$ cat config.mk
export PLATFORM = sky130hd
export DESIGN_NAME = fnsr_program_regs
export DESIGN_NICKNAME = d
export VERILOG_FILES = /design/src/verilog/fnsr_pkg.sv /design/src/verilog/fnsr_timer_if.sv /design/src/verilog/fnsr_fast_timer.sv /design/src/verilog/fnsr_program_regs.sv
export SDC_FILE = /design/constraint.sdc
export NUM_CORES = 1
export LEC_CHECK = 0
export BUFFER_PORTS_ARGS = -buffer_cell sky130_fd_sc_hd__buf_2
export CELL_PAD_IN_SITES_DETAIL_PLACEMENT = 0
export CELL_PAD_IN_SITES_GLOBAL_PLACEMENT = 1
export CORE_MARGIN = 3
export CORE_UTILIZATION = 43
export CTS_BUF_LIST = sky130_fd_sc_hd__clkbuf_8
export CTS_CLUSTER_SIZE = 16
export DETAILED_ROUTE_END_ITERATION = 12
export PLACE_DENSITY_LB_ADDON = 0.1
export SLEW_MARGIN = 20
export SYNTH_ARGS = -nofsm -noshare
export SYNTH_HDL_FRONTEND = slang
export SYNTH_SLANG_ARGS = --single-unit
$ cat constraint.sdc
create_clock -name core_clk -period 2.57 [get_ports core_clk]
set_clock_uncertainty 0.2 [all_clocks]
set_input_delay 0.1285 -clock core_clk [delete_from_list [all_inputs] [get_ports core_clk]]
set_output_delay 0.1285 -clock core_clk [all_outputs]
set_load 0.02 [all_outputs]
$ cat src/verilog/fnsr_pkg.sv
// Package for the synthesizer programming register bank: select codes,
// field positions, legal limits and reset values.
// Assumes a 24-bit serial word, shifted in most significant bit first.
package fnsr_pkg;

  localparam int WORD_W = 24;
  localparam int CODE_W = 3;

  // Register select codes in the low three bits of every word
  typedef enum logic [2:0] {
    SEL_FREQ    = 3'b000,
    SEL_MODREF  = 3'b001,
    SEL_PHASE   = 3'b010,
    SEL_FUNC    = 3'b011,
    SEL_TIMEOUT = 3'b100
  } fnsr_sel_e;

  // Fast-lock sequencer states
  typedef enum logic [1:0] {
    LK_IDLE  = 2'b00,
    LK_ARMED = 2'b01,
    LK_FAST  = 2'b10
  } fnsr_lock_e;

  // Frequency word fields
  localparam int INT_LSB = 15;
  localparam int INT_W = 8;
  localparam int FRACTION_NUMERATOR_LSB = 3;
  localparam int FRACTION_NUMERATOR_W = 12;
  // Modulus and reference setup fields
  localparam int MOD_LSB = 3;
  localparam int RCNT_LSB = 16;
  localparam int RCNT_W = 4;
  localparam int DBL_BIT = 20;
  localparam int HALVE_BIT = 22;
  localparam int BOOST_BIT = 23;
  // Phase seed field
  localparam int PHASE_LSB = 3;
  // Function setup fields
  localparam int POL_BIT = 3;
  localparam int GND_BIT = 5;
  // Timeout register fields
  localparam int TSEL_LSB = 3;
  localparam int TSEL_W = 2;
  localparam int TVAL_LSB = 5;
  localparam int TVAL_W = 9;

  // Timer select codes
  localparam logic [1:0] TSEL_PUMP = 2'b10;
  localparam logic [1:0] TSEL_SW12 = 2'b01;
  localparam logic [1:0] TSEL_SW3 = 2'b00;

  // Legal lower limits
  localparam logic [7:0] INT_MIN = 8'h1a;
  localparam logic [11:0] MOD_MIN = 12'h00d;
  localparam logic [3:0] RCNT_MIN = 4'h1;

  // Pump current ramp: 64x is a shift of six, unity a shift of zero
  localparam logic [2:0] PUMP_SHIFT_MAX = 3'h6;
  // Timer prescale: last phase detector tick of each group of four
  localparam logic [1:0] QUARTER_LAST = 2'h3;

  // Reset values
  localparam logic [7:0] RST_INT = 8'h1a;
  localparam logic [11:0] RST_FRACTION_NUMERATOR = 12'h000;
  localparam logic [11:0] RST_MOD = 12'h00d;
  localparam logic [3:0] RST_RCNT = 4'h1;
  localparam logic [11:0] RST_PHASE = 12'h000;
  localparam logic [8:0] RST_TVAL = 9'h000;

endpackage

$ cat src/verilog/fnsr_timer_if.sv
// Interface between the register bank and one fast-lock timeout counter.
// Assumes both ends share core_clk.
`timescale 1ns/100ps
`default_nettype none
interface fnsr_timer_if #(parameter int TW = 9);
  logic start;
  logic [TW-1:0] value;
  logic expired;
  modport timer (input start, input value, output expired);
  modport ctrl (output start, output value, input expired);
endinterface
`default_nettype wire

$ cat src/verilog/fnsr_fast_timer.sv
// One fast-lock timeout counter, counting at a quarter of the phase
// detector rate. Assumes pd_tick is a one-cycle pulse per detector cycle.
`timescale 1ns/100ps
`default_nettype none
module fnsr_fast_timer #(
  parameter int TW = 9
) (
  input wire logic core_clk,
  input wire logic reset_n,
  input wire logic clk_en,
  input wire logic pd_tick,
  fnsr_timer_if.timer tif
);

  logic [TW-1:0] count_ff;
  logic [1:0] pre_ff;
  logic run_ff;

  always_ff @(posedge core_clk) begin
    if (!reset_n) begin
      count_ff <= '0;
      pre_ff <= '0;
      run_ff <= 1'b0;
    end else if (clk_en) begin
      if (tif.start) begin
        count_ff <= tif.value;
        pre_ff <= '0;
        run_ff <= 1'b1;
      end else if (run_ff) begin
        if (count_ff == '0) begin
          run_ff <= 1'b0; // Value zero expires at once
        end else if (pd_tick) begin
          if (pre_ff == fnsr_pkg::QUARTER_LAST) begin
            pre_ff <= '0;
            count_ff <= count_ff - 1'b1;
          end else begin
            pre_ff <= pre_ff + 1'b1;
          end
        end
      end
    end
  end

  // Open until first started, so switches stay open after reset
  assign tif.expired = !run_ff;

  // One decrement per four detector ticks
  a_quarter_step: assert property (@(posedge core_clk) disable iff (!reset_n)
    (clk_en && run_ff && !tif.start && count_ff != '0 && pd_tick && pre_ff == fnsr_pkg::QUARTER_LAST)
      |=> (count_ff == $past(count_ff) - 1'b1))
    else $error("timeout counter missed its quarter-rate step");

  a_start_load: assert property (@(posedge core_clk) disable iff (!reset_n)
    (clk_en && tif.start) |=> (run_ff && count_ff == $past(tif.value)))
    else $error("timeout counter did not load on start");

endmodule // fnsr_fast_timer
`default_nettype wire

$ cat src/verilog/fnsr_program_regs.sv
// Programming register bank of a fractional-N synthesizer: serial word
// capture, decode, double buffering and fast-lock sequencing.
// Assumes serial pins and pd_tick are synchronous to core_clk.
`timescale 1ns/100ps
`default_nettype none

// Notes on behaviour
// - Low three word bits pick the register: 000 freq, 001 modulus, 011 function.
// - Integer field legal from 26 to 255; smaller words are refused.
// - Fraction legal from zero to modulus minus one.
// - Modulus, reference count, halving, boost, doubler apply at next freq write.
// - Boost bit raises pump current a quarter from next freq write.
// - Halving bit inserts divide-by-two before the phase detector.
// - Doubler bit places a doubler ahead of the reference divider.
// - Reference count legal from 1 to 15.
// - Modulus legal from 13 to 4095.
// - Phase seed legal from zero to modulus, steps a turn over modulus.
// - Phase seed waits for the next frequency word load strobe.
// - Grounding bit low pulls pump outputs to ground.
// - Polarity bit one positive, zero negative.
// - Timeout counts at quarter detector rate: value times four periods.
// - Timer select 10 pump, 01 switches one and two, 00 switch three.
// - Freq write starts timers; pump steps 64x down to unity in six steps.
// - First detector cycle after freq write loads divider, starts fast lock.
module fnsr_program_regs #(
  parameter int TW = 9
) (
  input wire logic core_clk,
  input wire logic reset_n,
  input wire logic clk_en,
  input wire logic serial_clk,
  input wire logic serial_data,
  input wire logic load_strobe,
  input wire logic pd_tick,
  output logic [7:0] int_value,
  output logic [11:0] fraction_numerator,
  output logic divider_load,
  output logic [11:0] fraction_modulus,
  output logic [3:0] ref_count,
  output logic ref_halve,
  output logic ref_doubler,
  output logic pump_current_boost,
  output logic [11:0] phase_seed,
  output logic pump_output_grounded,
  output logic pd_polarity_pos,
  output logic loop_switch_one,
  output logic loop_switch_two,
  output logic loop_switch_three,
  output logic [2:0] pump_gain_shift,
  output logic fast_lock_active,
  output logic word_refused
);

  // Field extraction used by the fraction, modulus and phase decodes
  function automatic logic [11:0] field12(input logic [fnsr_pkg::WORD_W-1:0] w, input int lsb);
    field12 = w[lsb +: 12];
  endfunction

  logic sclk_q_ff;
  logic le_q_ff;
  logic [fnsr_pkg::WORD_W-1:0] shift_ff;
  logic sclk_rise;
  logic le_rise;
  logic [fnsr_pkg::CODE_W-1:0] code;
  logic [7:0] w_int;
  logic [11:0] w_fraction_numerator;
  logic [11:0] w_mod;
  logic [3:0] w_rcnt;
  logic [11:0] w_phase;
  logic [1:0] w_tsel;
  logic [TW-1:0] w_tval;
  logic freq_ok;
  logic mod_ok;
  logic phase_ok;
  logic freq_accept;
  logic mod_accept;
  logic phase_accept;
  logic func_accept;
  logic tout_accept;
  logic [11:0] sh_mod_ff;
  logic [3:0] sh_rcnt_ff;
  logic sh_halve_ff;
  logic sh_boost_ff;
  logic sh_dbl_ff;
  logic [11:0] sh_phase_ff;
  logic [7:0] pend_int_ff;
  logic [11:0] pend_fraction_numerator_ff;
  logic [TW-1:0] tv_pump_ff;
  logic [TW-1:0] tv_sw12_ff;
  logic [TW-1:0] tv_sw3_ff;
  logic gnd_bit_ff;
  fnsr_pkg::fnsr_lock_e lock_ff;
  fnsr_pkg::fnsr_lock_e nxt_lock;
  logic timer_start;

  fnsr_timer_if #(.TW(TW)) pump_if ();
  fnsr_timer_if #(.TW(TW)) sw12_if ();
  fnsr_timer_if #(.TW(TW)) sw3_if ();

  // Pin edge history; pins are already in the core_clk domain
  always_ff @(posedge core_clk) begin
    if (!reset_n) begin
      sclk_q_ff <= 1'b0;
      le_q_ff <= 1'b0;
    end else if (clk_en) begin
      sclk_q_ff <= serial_clk;
      le_q_ff <= load_strobe;
    end
  end

  assign sclk_rise = serial_clk && !sclk_q_ff;
  assign le_rise = load_strobe && !le_q_ff;

  // Shift in MSB first while the strobe is low; short words land low
  always_ff @(posedge core_clk) begin
    if (!reset_n) begin
      shift_ff <= '0;
    end else if (clk_en && sclk_rise && !load_strobe) begin
      shift_ff <= {shift_ff[fnsr_pkg::WORD_W-2:0], serial_data};
    end
  end

  // Field views of the captured word
  assign code = shift_ff[fnsr_pkg::CODE_W-1:0];
  assign w_int = shift_ff[fnsr_pkg::INT_LSB +: fnsr_pkg::INT_W];
  assign w_fraction_numerator = field12(shift_ff, fnsr_pkg::FRACTION_NUMERATOR_LSB);
  assign w_mod = field12(shift_ff, fnsr_pkg::MOD_LSB);
  assign w_rcnt = shift_ff[fnsr_pkg::RCNT_LSB +: fnsr_pkg::RCNT_W];
  assign w_phase = field12(shift_ff, fnsr_pkg::PHASE_LSB);
  assign w_tsel = shift_ff[fnsr_pkg::TSEL_LSB +: fnsr_pkg::TSEL_W];
  assign w_tval = shift_ff[fnsr_pkg::TVAL_LSB +: TW];

  // legality; fraction is judged against the modulus it will meet
  assign freq_ok = (w_int >= fnsr_pkg::INT_MIN) && (w_fraction_numerator < sh_mod_ff);
  assign mod_ok = (w_mod >= fnsr_pkg::MOD_MIN) && (w_rcnt >= fnsr_pkg::RCNT_MIN);
  assign phase_ok = (w_phase <= sh_mod_ff);

  always_comb begin
    freq_accept = 1'b0;
    mod_accept = 1'b0;
    phase_accept = 1'b0;
    func_accept = 1'b0;
    tout_accept = 1'b0;
    if (le_rise) begin
      unique case (code)
        fnsr_pkg::SEL_FREQ: freq_accept = freq_ok;
        fnsr_pkg::SEL_MODREF: mod_accept = mod_ok;
        fnsr_pkg::SEL_PHASE: phase_accept = phase_ok;
        fnsr_pkg::SEL_FUNC: func_accept = 1'b1;
        fnsr_pkg::SEL_TIMEOUT: tout_accept = 1'b1;
        default: ; // Registers outside this bank
      endcase
    end
  end

  // Refusal pulse for out-of-range words in this bank's registers
  always_ff @(posedge core_clk) begin
    if (!reset_n) begin
      word_refused <= 1'b0;
    end else if (clk_en) begin
      word_refused <= le_rise && ((code == fnsr_pkg::SEL_FREQ && !freq_ok) ||
                                  (code == fnsr_pkg::SEL_MODREF && !mod_ok) ||
                                  (code == fnsr_pkg::SEL_PHASE && !phase_ok));
    end
  end

  // shadow copies, written by their own words only
  always_ff @(posedge core_clk) begin
    if (!reset_n) begin
      sh_mod_ff <= fnsr_pkg::RST_MOD;
      sh_rcnt_ff <= fnsr_pkg::RST_RCNT;
      sh_halve_ff <= 1'b0;
      sh_boost_ff <= 1'b0;
      sh_dbl_ff <= 1'b0;
      sh_phase_ff <= fnsr_pkg::RST_PHASE;
    end else if (clk_en) begin
      if (mod_accept) begin
        sh_mod_ff <= w_mod;
        sh_rcnt_ff <= w_rcnt;
        sh_halve_ff <= shift_ff[fnsr_pkg::HALVE_BIT];
        sh_boost_ff <= shift_ff[fnsr_pkg::BOOST_BIT];
        sh_dbl_ff <= shift_ff[fnsr_pkg::DBL_BIT];
      end
      if (phase_accept) begin
        sh_phase_ff <= w_phase;
      end
    end
  end

  // shadows take effect at the freq word strobe
  always_ff @(posedge core_clk) begin
    if (!reset_n) begin
      fraction_modulus <= fnsr_pkg::RST_MOD;
      ref_count <= fnsr_pkg::RST_RCNT;
      ref_halve <= 1'b0;
      ref_doubler <= 1'b0;
      pump_current_boost <= 1'b0;
      phase_seed <= fnsr_pkg::RST_PHASE;
      pend_int_ff <= fnsr_pkg::RST_INT;
      pend_fraction_numerator_ff <= fnsr_pkg::RST_FRACTION_NUMERATOR;
    end else if (clk_en && freq_accept) begin
      fraction_modulus <= sh_mod_ff;
      ref_count <= sh_rcnt_ff;
      ref_halve <= sh_halve_ff;
      ref_doubler <= sh_dbl_ff;
      pump_current_boost <= sh_boost_ff;
      phase_seed <= sh_phase_ff;
      pend_int_ff <= w_int;
      pend_fraction_numerator_ff <= w_fraction_numerator;
    end
  end

  // function setup; grounded until software lifts it
  always_ff @(posedge core_clk) begin
    if (!reset_n) begin
      gnd_bit_ff <= 1'b0;
      pd_polarity_pos <= 1'b1;
    end else if (clk_en && func_accept) begin
      gnd_bit_ff <= shift_ff[fnsr_pkg::GND_BIT];
      pd_polarity_pos <= shift_ff[fnsr_pkg::POL_BIT];
    end
  end

  assign pump_output_grounded = !gnd_bit_ff;

  // timeout value routing by timer select
  always_ff @(posedge core_clk) begin
    if (!reset_n) begin
      tv_pump_ff <= fnsr_pkg::RST_TVAL;
      tv_sw12_ff <= fnsr_pkg::RST_TVAL;
      tv_sw3_ff <= fnsr_pkg::RST_TVAL;
    end else if (clk_en && tout_accept) begin
      if (w_tsel == fnsr_pkg::TSEL_PUMP) begin
        tv_pump_ff <= w_tval;
      end else if (w_tsel == fnsr_pkg::TSEL_SW12) begin
        tv_sw12_ff <= w_tval;
      end else if (w_tsel == fnsr_pkg::TSEL_SW3) begin
        tv_sw3_ff <= w_tval;
      end
    end
  end

  // arm on accepted freq word, fire on next detector tick
  always_comb begin
    nxt_lock = lock_ff;
    unique case (lock_ff)
      fnsr_pkg::LK_IDLE: if (freq_accept) nxt_lock = fnsr_pkg::LK_ARMED;
      fnsr_pkg::LK_ARMED: if (pd_tick && !freq_accept) nxt_lock = fnsr_pkg::LK_FAST;
      fnsr_pkg::LK_FAST: begin
        if (freq_accept) begin
          nxt_lock = fnsr_pkg::LK_ARMED;
        end else if (pump_if.expired && sw12_if.expired && sw3_if.expired &&
                     pump_gain_shift == 3'h0) begin
          nxt_lock = fnsr_pkg::LK_IDLE;
        end
      end
      default: nxt_lock = fnsr_pkg::LK_IDLE;
    endcase
  end

  always_ff @(posedge core_clk) begin
    if (!reset_n) begin
      lock_ff <= fnsr_pkg::LK_IDLE;
    end else if (clk_en) begin
      lock_ff <= nxt_lock;
    end
  end

  assign timer_start = clk_en && lock_ff == fnsr_pkg::LK_ARMED && nxt_lock == fnsr_pkg::LK_FAST;
  assign fast_lock_active = (lock_ff == fnsr_pkg::LK_FAST);

  // divider takes the new integer and fraction with the start
  always_ff @(posedge core_clk) begin
    if (!reset_n) begin
      int_value <= fnsr_pkg::RST_INT;
      fraction_numerator <= fnsr_pkg::RST_FRACTION_NUMERATOR;
      divider_load <= 1'b0;
    end else if (clk_en) begin
      divider_load <= timer_start;
      if (timer_start) begin
        int_value <= pend_int_ff;
        fraction_numerator <= pend_fraction_numerator_ff;
      end
    end
  end

  assign pump_if.start = timer_start;
  assign pump_if.value = tv_pump_ff;
  assign sw12_if.start = timer_start;
  assign sw12_if.value = tv_sw12_ff;
  assign sw3_if.start = timer_start;
  assign sw3_if.value = tv_sw3_ff;

  fnsr_fast_timer #(.TW(TW)) u_pump_timer (
    .core_clk(core_clk),
    .reset_n(reset_n),
    .clk_en(clk_en),
    .pd_tick(pd_tick),
    .tif(pump_if)
  );

  fnsr_fast_timer #(.TW(TW)) u_sw12_timer (
    .core_clk(core_clk),
    .reset_n(reset_n),
    .clk_en(clk_en),
    .pd_tick(pd_tick),
    .tif(sw12_if)
  );

  fnsr_fast_timer #(.TW(TW)) u_sw3_timer (
    .core_clk(core_clk),
    .reset_n(reset_n),
    .clk_en(clk_en),
    .pd_tick(pd_tick),
    .tif(sw3_if)
  );

  // switches closed while fast lock runs and their timer holds
  assign loop_switch_one = fast_lock_active && !sw12_if.expired;
  assign loop_switch_two = fast_lock_active && !sw12_if.expired;
  assign loop_switch_three = fast_lock_active && !sw3_if.expired;

  // pump ramp: one binary step per detector tick after expiry
  always_ff @(posedge core_clk) begin
    if (!reset_n) begin
      pump_gain_shift <= 3'h0;
    end else if (clk_en) begin
      if (timer_start) begin
        pump_gain_shift <= fnsr_pkg::PUMP_SHIFT_MAX;
      end else if (fast_lock_active && pump_if.expired && pd_tick && pump_gain_shift != 3'h0) begin
        pump_gain_shift <= pump_gain_shift - 1'b1;
      end
    end
  end

  // Checks beside the logic
  a_freq_select: assert property (@(posedge core_clk) disable iff (!reset_n)
    (freq_accept && clk_en) |=> (lock_ff == fnsr_pkg::LK_ARMED))
    else $error("accepted frequency word did not arm fast lock");

  a_int_legal: assert property (@(posedge core_clk) disable iff (!reset_n)
    int_value >= fnsr_pkg::INT_MIN)
    else $error("integer value below legal range");

  a_fraction_numerator_legal: assert property (@(posedge core_clk) disable iff (!reset_n)
    divider_load |-> (fraction_numerator < fraction_modulus))
    else $error("fraction not below modulus at divider load");

  a_shadow_hold: assert property (@(posedge core_clk) disable iff (!reset_n)
    !freq_accept |=> ($stable(fraction_modulus) && $stable(ref_count) && $stable(phase_seed)))
    else $error("buffered setting changed without a frequency word");

  a_boost_apply: assert property (@(posedge core_clk) disable iff (!reset_n)
    (clk_en && freq_accept) |=> (pump_current_boost == $past(sh_boost_ff)))
    else $error("pump boost not applied at frequency word");

  a_ref_legal: assert property (@(posedge core_clk) disable iff (!reset_n)
    (ref_count >= fnsr_pkg::RCNT_MIN) && (fraction_modulus >= fnsr_pkg::MOD_MIN))
    else $error("reference count or modulus out of range");

  a_grounding: assert property (@(posedge core_clk) disable iff (!reset_n)
    (clk_en && func_accept) |=> (pump_output_grounded == !$past(shift_ff[fnsr_pkg::GND_BIT])))
    else $error("grounding output does not follow setup bit");

  a_timer_route: assert property (@(posedge core_clk) disable iff (!reset_n)
    (clk_en && tout_accept && w_tsel == fnsr_pkg::TSEL_PUMP) |=> (tv_pump_ff == $past(w_tval)))
    else $error("pump timeout value not routed");

  a_ramp_step: assert property (@(posedge core_clk) disable iff (!reset_n)
    (clk_en && !timer_start && fast_lock_active && pump_if.expired && pd_tick && pump_gain_shift != 3'h0)
      |=> (pump_gain_shift == $past(pump_gain_shift) - 1'b1))
    else $error("pump current ramp missed a step");

  a_divider_load: assert property (@(posedge core_clk) disable iff (!reset_n)
    timer_start |=> (divider_load && fast_lock_active && pump_gain_shift == fnsr_pkg::PUMP_SHIFT_MAX))
    else $error("fast lock did not start on detector tick");

endmodule // fnsr_program_regs
`default_nettype wire

After elaboration in Yosys (flattened, before gate mapping). Index checks and enable logic that the tools add are counted.

Flip-flop bits (word level): 200. Bits of input ports: 7. Output and inout bits: 62.

$add $sub $neg: 7. Magnitude comparators: 5. Equality and inequality tests: 15. Mux-type cells: 56. Bitwise operators: 2. Reductions and logical operators: 66.

Operators by type and width (count): $mux 9 (15); $mux 2 (19); $logic_not 9->1 (3); $sub 9x1->9 const B (3); $logic_and 1x1->1 (24); $mux 1 (19); $reduce_and 4->1 (4); $reduce_bool 2->1 (8); $reduce_and 5->1 (3); $eq 2x2->1 const B (6); $ge 12x4->1 const B (1); $le 12x12->1 (1); $lt 12x12->1 (1); $logic_not 1->1 (11); $reduce_and 2->1 (5); $ge 8x5->1 const B (1); $add 2x1->2 const B (3); $eq 3x2->1 const B (2); $logic_not 3->1 (2); $mux 3 (2); $ne 2x2->1 const B (3); $pmux 2 s3 (1); $eq 2x1->1 const B (2); $ge 4x1->1 const B (1); 8 further kinds (11).

Longest topological paths before layout. Gate-level depths: netlist (run 1).

Depth in word-level cells: 12. Mapped depth: 10. Gate-level depth less buffers: 8.

By module. A second synthesis (run 1) with hierarchy kept.

Cells, all modules: 1101. Area total of the unflattened synthesis: 9414.0 um2.

Modules (own cells, without submodules): fnsr_program_regs (instances 1, cells an instance 796, area each 7075.5 um2, seq. area each 3283.1 um2); fnsr_fast_timer at u_pump_timer ... (instances 2, cells an instance 101, area each 782.0 um2, seq. area each 240.2 um2); fnsr_fast_timer at u_sw3_timer (instances 1, cells an instance 103, area each 774.5 um2, seq. area each 240.2 um2).

Least setup slack after synthesis (run 1). No wires, ideal clock.

Kind: reg2reg. Start: register shift_ff[3] (netlist name). End: register fraction_numerator[0]. Setup time: 0.072 ns. Data arrival time: 2.248 ns. Slack: 0.050 ns. Cell stages (with the launch flop): 10. Buffers on the path: 1. Cells stage by stage: dfxtp_1 inv_1 ha_1 nor2b_1 o211ai_1 a211oi_1 nor3_2 a21oi_1 buf_2 mux2i_1.

Longest elaborated chain between the ends: 11. Elaborated cells on any way between the ends: 13. Classes of those cells: order compare: 1; eq/ne: 1; mux: 6; reduce/logical: 5.

RTL lines: from (decl) (line fnsr_program_regs.sv:61) `logic [fnsr_pkg::WORD_W-1:0] shift_ff;`; from (signal assigned) (line fnsr_program_regs.sv:119) `shift_ff <= {shift_ff[fnsr_pkg::WORD_W-2:0], serial_data};`; $lt 12x12->1 * (line fnsr_program_regs.sv:134) `assign freq_ok = (w_int >= fnsr_pkg::INT_MIN) && (w_fraction_numerator < sh_mod_ff);`; $logic_and 1x1->1 * (line fnsr_program_regs.sv:134); $mux 1 * (line fnsr_program_regs.sv:145) `unique case (code)`; $mux 1 * (line fnsr_program_regs.sv:144) `if (le_rise) begin`; $logic_not 1->1 (line fnsr_program_regs.sv:248) `fnsr_pkg::LK_ARMED: if (pd_tick && !freq_accept) nxt_lock = fnsr_pkg::LK_FAST;`; $logic_and 1x1->1 (line fnsr_program_regs.sv:248); $mux 2 (line fnsr_program_regs.sv:248); $pmux 2 s3 * (line fnsr_program_regs.sv:246) `unique case (lock_ff)`; $eq 2x2->1 * (line fnsr_program_regs.sv:269) `assign timer_start = clk_en && lock_ff == fnsr_pkg::LK_ARMED && nxt_lock == fnsr_pkg::LK_FAST;`; $logic_and 1x1->1 * (line fnsr_program_regs.sv:269); $reduce_and 2->1 (no source line) *; to (signal assigned) (line fnsr_program_regs.sv:276) `fraction_numerator <= fnsr_pkg::RST_FRACTION_NUMERATOR;`; to (signal assigned) (line fnsr_program_regs.sv:282) `fraction_numerator <= pend_fraction_numerator_ff;`; to (decl) (line fnsr_program_regs.sv:36) `output logic [11:0] fraction_numerator,`.

Mark *: on every way between the ends. The rest lies on a longest branch, timed or not. A chain may end at the register's enable or synchronous reset.

Worst setup path after layout (run 1).
Start: register sh_mod_ff[1]. End: register int_value[7].

Longest elaborated chain between the ends: 11. Elaborated cells on any way between the ends: 13. Classes of those cells: order compare: 1; eq/ne: 1; mux: 6; reduce/logical: 5.

RTL lines: from (decl) (line fnsr_program_regs.sv:80) `logic [11:0] sh_mod_ff;`; from (signal assigned) (line fnsr_program_regs.sv:170) `sh_mod_ff <= fnsr_pkg::RST_MOD;`; from (signal assigned) (line fnsr_program_regs.sv:178) `sh_mod_ff <= w_mod;`; $lt 12x12->1 * (line fnsr_program_regs.sv:134); $logic_and 1x1->1 * (line fnsr_program_regs.sv:134); $mux 1 * (line fnsr_program_regs.sv:145); $mux 1 * (line fnsr_program_regs.sv:144); $logic_not 1->1 (line fnsr_program_regs.sv:248); $logic_and 1x1->1 (line fnsr_program_regs.sv:248); $mux 2 (line fnsr_program_regs.sv:248); $pmux 2 s3 * (line fnsr_program_regs.sv:246); $eq 2x2->1 * (line fnsr_program_regs.sv:269); $logic_and 1x1->1 * (line fnsr_program_regs.sv:269); $reduce_and 2->1 (no source line) *; to (signal assigned) (line fnsr_program_regs.sv:275) `int_value <= fnsr_pkg::RST_INT;`; to (signal assigned) (line fnsr_program_regs.sv:281) `int_value <= pend_int_ff;`; to (decl) (line fnsr_program_regs.sv:35) `output logic [7:0] int_value,`.

Marks and branches as above.

==> summary.md, run 1 <==
- **count of TritonRoute iterations in the first routing pass** 4
- **count of unresolved DRC violations after routing** 0
- **cells along the critical path** inv_1 > ha_1 > nor2b_1 > o211ai_1 > a211oi_1 > buf_4 > or3_4 > o21ai_4 > buf_12 > mux2i_1
- **highest achievable clock rate** 0.412 GHz
- **chip width** 147 um
- **DRT antenna net count** 0
- **top cells by area in the synthesized netlist** sky130_fd_sc_hd__dfxtp_1, sky130_fd_sc_hd__mux2i_1, sky130_fd_sc_hd__nand2_1
- **DIE AREA** 21600 um2
- **Ports** 69
- **number of global-route vias before repair** 6614
- **CP endpoint kind** flop
- **net count of the finished layout** 1094
- **number of hold violations in the final report** 0
- **Critical Path Slowest Stage Cell** sky130_fd_sc_hd__or3_4
- **async set-or-reset flop fraction in the synthesized netlist** 0
- **final cycle utilization of the critical path** 0.945
- **clock transition time at the flip-flop clock pins of the worst setup and hold paths** 100 ps
- **number of CTS-inserted buffers** 17
- **startpoint class of the critical path** flop
- **Synth Flop Type** sky130_fd_sc_hd__dfxtp_1
- **Ant. Diodes** 0
- **setup repair after global routing missed its margin** false
- **H-tree lvl count** 4
- **pin count of the biggest net entering global routing** 137
- **post-DR wirelength/cell** 16.5 um
- **total power of the final layout** 5.47 mW
- **insertion delay of the later-clocked pin in the worst-skew pair** 480 ps
- **most used standard cells in the synthesized netlist** sky130_fd_sc_hd__dfxtp_1, sky130_fd_sc_hd__nand2_1, sky130_fd_sc_hd__mux2i_1, sky130_fd_sc_hd__nor2_1, sky130_fd_sc_hd__nand3_1
- **kind of critical path** reg -> reg
- **Layout Area Growth over Synthesis** 16.8%
- **Synth warnings** 0
- **worst stage delay on the critical path** 430 ps
- **arrival time of data at the critical path endpoint** 2640 ps
- **die height** 147 um
- **outcome** complete, no violations
- **Leakage** 4.04 nW
- **relative slew slack** 0.582
- **Root Buffer** sky130_fd_sc_hd__clkbuf_8
- **Std-Cell Rows** 50
- **final critical delay including setup and external delays** 2430 ps
- **share of synthesized area occupied by flip-flops and latches** 0.468
- **Post-synth EDFFs** 0
- **last weighted congestion value of the routability-driven placer** 0.766
- **most repeated cell in the gate-level netlist after synthesis** sky130_fd_sc_hd__dfxtp_1
- **Top delay family on crit path** simple AND/OR/NAND/NOR gates
- **power density over the cells** 547 nW/um2
- **total routing usage reported by global routing** 0.205
- **number of antenna violations at the first check in global routing** 0
- **Post-Synthesis Cells** 988
- **final setup violating endpoints** 0
- **initial core utilization** 0.447
- **count of clock tree sinks** 200
- **number of buffer cells added on primary ports** 68
- **Crit path buffers/inverters** 3
- **proportion of layout cells with a drive suffix above 1** 0.163
- **transition time at the pin with the least slew margin** 627 ps
- **flip-flop and latch count after synthesis** 200
- **worst path required time** 2780 ps
- **Total Neg Setup Slack** 0 ps
- **maximum net fanout on the critical path** 27
- **top-area cell type share of the netlist area** 0.468
- **post-synthesis cell type count** 51
- **routed via count divided by cell count** 5.21
- **maximum capacitance violations** 0
- **cell accounting for the most synthesized area** sky130_fd_sc_hd__dfxtp_1
- **Placeable Area** 19100 um2
- **buffers from clock root to sink, at most** 2
- **class of the tightest hold or removal check** reg -> reg
- **synthesized cell area** 8550 um2
- **CTS tree** done
- **final WL** 22000 um
- **Post-DP HPWL** 14000 um
- **Congestion Overflow GR** 0
- **global-route wire length before repair** 35700 um
- **synthesized area per cell** 8.66 um2
- **post-synth net total** 1019
- **peak supply drop** 0.301 mV
- **count of routing violations after the opening detailed-route iteration** 407
- **count of final max-slew check failures** 0
- **count of vias placed by the detailed router** 6958
==> layout by cell type (no fill, tap or decap), drive strengths merged, types with 2 or more instances in the layout <==
cell type / Yosys / routed
buf: 20 / 124
a211oi: 10 / 10
nor3: 10 / 10
nand4b: 2 / 2
ha: 24 / 24
nor2: 70 / 70
nand3b: 17 / 17
xor2: 9 / 9
nand3: 68 / 68
and4: 2 / 2
a211o: 2 / 2
a21oi: 63 / 63
inv: 30 / 40
or4b: 2 / 2
a31oi: 4 / 4
nand2: 168 / 168
nor4: 14 / 14
a221oi: 15 / 15
o211ai: 10 / 10
nand2b: 4 / 4
dlygate4sd3: 0 / 7
xnor2: 14 / 14
clkbuf: 56 / 17
bufinv: 0 / 3
and2: 2 / 2
dfxtp: 200 / 200
nor2b: 2 / 2
nor4b: 6 / 6
mux2i: 76 / 76
or3: 4 / 4
clkinv: 0 / 2
o21ai: 65 / 65
nand4: 10 / 10
==> final timing paths <==
path                       start             endpoint  slack (ps)  cells past startpoint
max                 sh_mod_ff[1]         int_value[7]         140                     10
min          fraction_modulus[6]  fraction_modulus[6]         250                      2
max reg2reg         sh_mod_ff[1]         int_value[7]         140                     10
min reg2reg  fraction_modulus[6]  fraction_modulus[6]         250                      2
==> where the power goes <==
part | switching, mW | internal (mW)
sequential | 0.00208 | 3.10
combinational | 0.102 | 0.0295
clock | 1.23 | 1.01
total | 1.33 | 4.14
==> cell families (layout without fill, tap and decap cells) <==
family / Yosys count / count (layout) / share of synthesized area
simple gates: 384 / 384 / 0.209
xor+xnor: 23 / 23 / 0.0235
mux: 76 / 76 / 0.0889
flops: 200 / 200 / 0.468
buf+inv: 106 / 194 / 0.0529
fa+ha+maj: 24 / 24 / 0.0351
compound gates: 175 / 175 / 0.122
==> state kept, by name (all words and copies together) (netlist names), 2 cells and up <==
name,flops
fraction_modulus,12
fraction_numerator,12
int_value,8
lock_ff,2
pend_fraction_numerator_ff,12
pend_int_ff,8
phase_seed,12
pump_gain_shift,3
pump_if.value,9
ref_count,4
sh_mod_ff,12
sh_phase_ff,12
sh_rcnt_ff,4
shift_ff,24
sw12_if.value,9
sw3_if.value,9
u_pump_timer.count_ff,9
u_pump_timer.pre_ff,2
u_sw12_timer.count_ff,9
u_sw12_timer.pre_ff,2
u_sw3_timer.count_ff,9
u_sw3_timer.pre_ff,2
==> final cells by class <==
cell class,count,area [um2]
clock buffer,17,234
clock inverter,15,200
fill,1877,9150
inverter,30,114
multi-input combinational,682,4150
sequential,200,4000
tap,260,325
timing repair buffer,132,970
==> worst register-to-register path, cell delays in order (launching register included) <==
cell	delay, ps
sky130_fd_sc_hd__dfxtp_1	340
sky130_fd_sc_hd__inv_1	40
sky130_fd_sc_hd__ha_1	270
sky130_fd_sc_hd__nor2b_1	130
sky130_fd_sc_hd__o211ai_1	160
sky130_fd_sc_hd__a211oi_1	90
sky130_fd_sc_hd__buf_4	160
sky130_fd_sc_hd__or3_4	430
sky130_fd_sc_hd__o21ai_4	160
sky130_fd_sc_hd__buf_12	200
sky130_fd_sc_hd__mux2i_1	200
==> routing by layer <==
layer / vias up / wire [um] / global-route usage
met5: - / 0 / 0
met4: 0 / 322 / 0.0564
li1: 3561 / - / -
met2: 111 / 10200 / 0.333
met1: 3265 / 10700 / 0.283
met3: 21 / 766 / 0.0370
==> through the flow <==
step	util	setup slack [ps]	area, um2	hold WS (ps)	instances
2_1_floorplan	-	50.3	8550	64.5	988
5_1_grt	0.522	1.33	9990	231	1336
4_1_cts	0.518	1.18	9910	218	1331
3_5_place_dp	0.490	47.3	9370	196	1291
3_3_place_gp	0.490	59.5	9370	193	1291
6_report	0.522	143	9990	249	1336
==> timing repair <==
item / CTS / global route
hold buffers: 7 / 0
buffers inserted: 0 / 4
setup endpoints to repair: 1 / 82
gates resized for setup: 0 / 12
gates cloned: 1 / 1
hold endpoints to repair: 29 / 0
pin swaps: 0 / 1
No activity file was read; power rests on OpenSTA's default activity.
==> inputs of run 2 (changes only) <==
--- a/config.mk
+++ b/config.mk
@@ -13,6 +13,7 @@
 export CTS_BUF_LIST = sky130_fd_sc_hd__clkbuf_8
 export CTS_CLUSTER_SIZE = 16
 export DETAILED_ROUTE_END_ITERATION = 12
+export MAX_ROUTING_LAYER = met4
 export PLACE_DENSITY_LB_ADDON = 0.1
 export SLEW_MARGIN = 20
 export SYNTH_ARGS = -nofsm -noshare
==> run 2 against run 1 <==
Clock-buffer cell count did not move. Maximum frequency barely moved. Utilization is the same. Register-to-register slack is essentially flat. First-iteration DRC count down 4.7%. Critical path type unchanged. Critical endpoint is now phase_seed[11].
==> summary.md, run 2 (synthesis results as in run 1) <==
- **Sw Ratio** 0.244, about the same
- **Ant. Diodes** 0, unchanged
- **DRT antenna net count** 0, unchanged
- **count of clock tree sinks** 200, unchanged
- **die height** 147 um, unchanged
- **setup slack on the worst flop-to-flop path** 140 ps, about the same
- **number of CTS-inserted buffers** 17, unchanged
- **Leakage** 4.04 nW, unchanged
- **number of cells on the worst reg-to-reg path** 11, was 10
- **net count of the finished layout** 1094, unchanged
- **number of buffer cells added on primary ports** 68, unchanged
- **largest register by flop count** shift_ff, unchanged
- **multi-input combinational cell area** 4150 um2, unchanged
- **count of unresolved DRC violations after routing** 0, unchanged
- **proportion of layout cells with a drive suffix above 1** 0.163, unchanged
- **logic gate share of total power** 0.024, about the same
- **arrival time of data at the critical path endpoint** 2630 ps, was 2640 ps
- **Worst Hold Depth** 2, unchanged
- **count of TritonRoute iterations in the first routing pass** 5, was 4
- **count of routing violations after the opening detailed-route iteration** 388, was 407
- **Std-Cell Rows** 50, unchanged
- **net switching power** 1.33 mW, about the same
- **class of the tightest hold or removal check** reg -> reg, unchanged
- **H-tree lvl count** 4, unchanged
- **end of the worst register-to-register path** phase_seed[11], was int_value[7]
- **relative contribution of the clock network to total power** 0.409, about the same
- **post-DR wirelength/cell** 16.5 um, about the same
- **number of placed instances with taps included** 1291, unchanged
- **initial core utilization** 0.447, unchanged
- **relative slew slack** 0.581, was 0.582
- **startpoint class of the critical path** flop, unchanged
- **final setup violating endpoints** 0, unchanged
- **FILL cells** 1877, unchanged
- **setup repair after global routing missed its margin** false, unchanged
- **Largest register FFs** 24, unchanged
- **outcome** complete, no violations, unchanged
- **Crit Reg-Reg Startpoint** sh_mod_ff[11], was sh_mod_ff[1]
- **Total Neg Setup Slack** 0 ps, unchanged
- **hold path startpoint** fraction_modulus[6], unchanged
- **CP endpoint kind** flop, unchanged
- **global-route wire length before repair** 35800 um, was 35700 um
- **final WL** 22000 um, about the same
- **Congestion Overflow GR** 0, unchanged
- **chip width** 147 um, unchanged
- **pin count of the biggest net entering global routing** 137, unchanged
- **kind of critical path** reg -> reg, unchanged
- **routed via count divided by cell count** 5.21, about the same
- **peak supply drop** 0.299 mV, was 0.301 mV
- **maximum capacitance violations** 0, unchanged
- **most frequent cells in the layout** sky130_fd_sc_hd__dfxtp_1, sky130_fd_sc_hd__nand2_1, sky130_fd_sc_hd__mux2i_1, unchanged
- **Layout Area Growth over Synthesis** 16.8%, unchanged
- **most common library cell in the layout ignoring fill and taps** sky130_fd_sc_hd__dfxtp_1, unchanged
- **final cycle utilization of the critical path** 0.945, about the same
- **Ports** 69, unchanged
- **insertion delay of the later-clocked pin in the worst-skew pair** 480 ps, about the same
- **Post-DP HPWL** 14000 um, unchanged
- **non-filler cells in the finished layout** 1336, unchanged
- **Hold Crit Endpoint** fraction_modulus[6], unchanged
- **number of hold violations in the final report** 0, unchanged
- **worst path required time** 2770 ps, was 2780 ps
- **internal power** 4.14 mW, about the same
- **transition time at the pin with the least slew margin** 629 ps, was 627 ps
- **share of power burned in registers** 0.567, about the same
- **buffers from clock root to sink, at most** 2, unchanged
- **placed instance area** 9370 um2, unchanged
- **final critical delay including setup and external delays** 2430 ps, about the same
- **combined flip-flop and latch cell area** 4000 um2, unchanged
- **cell area after layout** 9990 um2, unchanged
- **Placeable Area** 19100 um2, unchanged
- **count of final max-slew check failures** 0, unchanged
- **last weighted congestion value of the routability-driven placer** 0.777, was 0.766
- **Root Buffer** sky130_fd_sc_hd__clkbuf_8, unchanged
- **maximum net fanout on the critical path** 22, was 27
- **clock transition time at the flip-flop clock pins of the worst setup and hold paths** 100 ps, about the same
- **count of vias placed by the detailed router** 6965, was 6958
- **CTS tree** done, unchanged
- **power density over the cells** 547 nW/um2, about the same
- **total routing usage reported by global routing** 0.212, was 0.205
- **DIE AREA** 21600 um2, unchanged
- **highest achievable clock rate** 0.412 GHz, about the same
- **number of antenna violations at the first check in global routing** 0, unchanged
- **number of global-route vias before repair** 6610, was 6614
==> run 2: repair_timing <==
item / CTS / global route
hold buffers: 7 / 0
endpoints found under the setup margin: 1 / 83
gates cloned: 1 / 1
gates resized for setup: 0 / 12
endpoints found under the hold margin: 29 / 0
pin swaps: 0 / 1
buffers inserted: 0 / 4
==> run 2: worst max path at each step <==
stage                                          to  slack (ps)     startpoint  cells after the start
CTS                 pend_fraction_numerator_ff[8]           1  sh_mod_ff[11]                     10
global placement                    phase_seed[6]          60  sh_mod_ff[11]                     10
finish                             phase_seed[11]         140  sh_mod_ff[11]                     11
global route                       phase_seed[11]           1   sh_mod_ff[1]                     12
floorplan                   fraction_numerator[0]          50    shift_ff[3]                      9
detailed placement                 phase_seed[11]          50  sh_mod_ff[11]                     10
==> run 2: metal layers <==
| layer | global-route usage | part of all wire | vias up | wire [um] |
|---|---|---|---|---|
| met2 | 0.332 | 0.47 | 98 | 10400 |
| met1 | 0.285 | 0.48 | 3288 | 10700 |
| met5 | - | 0 | - | 0 |
| met4 | 0.0508 | 0.012 | 0 | 256 |
| met3 | 0.0395 | 0.031 | 17 | 685 |
| li1 | - | - | 3562 | - |
==> run 2: worst max-delay path, cell delays in order (launching register included) <==
cell and delay (ps):
sky130_fd_sc_hd__dfxtp_1 360, sky130_fd_sc_hd__inv_1 50, sky130_fd_sc_hd__ha_1 290, sky130_fd_sc_hd__a21oi_1 210, sky130_fd_sc_hd__o21ai_2 110, sky130_fd_sc_hd__buf_4 150
sky130_fd_sc_hd__nor4_4 240, sky130_fd_sc_hd__buf_4 190, sky130_fd_sc_hd__buf_12 190, sky130_fd_sc_hd__buf_6 160, sky130_fd_sc_hd__nand3_1 80, sky130_fd_sc_hd__o21ai_1 110
==> run 2: per-stage QoR <==
step                      setup WS [ps]  utilization  power [mW]  hold slack [ps]
after floorplan                    50.3            -        3.26             64.5
after global placement             59.5        0.490        3.30              193
after detailed placement           47.3        0.490        3.30              196
after CTS                          1.18        0.518        5.52              218
after global routing               1.38        0.522        5.66              226
final                               142        0.522        5.47              249
==> run 2: power by group through the flow <==
stage | logic (mW) | registers (mW) | clock network [mW]
finish | 0.131 | 3.10 | 2.24
global route | 0.143 | 3.10 | 2.42
CTS | 0.132 | 3.10 | 2.29
detailed placement | 0.125 | 3.17 | 0
global placement | 0.125 | 3.17 | 0
floorplan | 0.0816 | 3.17 | 0
==> run 2: layout make-up <==
type | count | share of cell area
clock buffer | 17 | 0.0234
clock inverter | 15 | 0.0200
inverter | 30 | 0.0114
multi-input combinational | 682 | 0.415
sequential | 200 | 0.401
tap | 260 | 0.0326
timing repair buffer | 132 | 0.0970
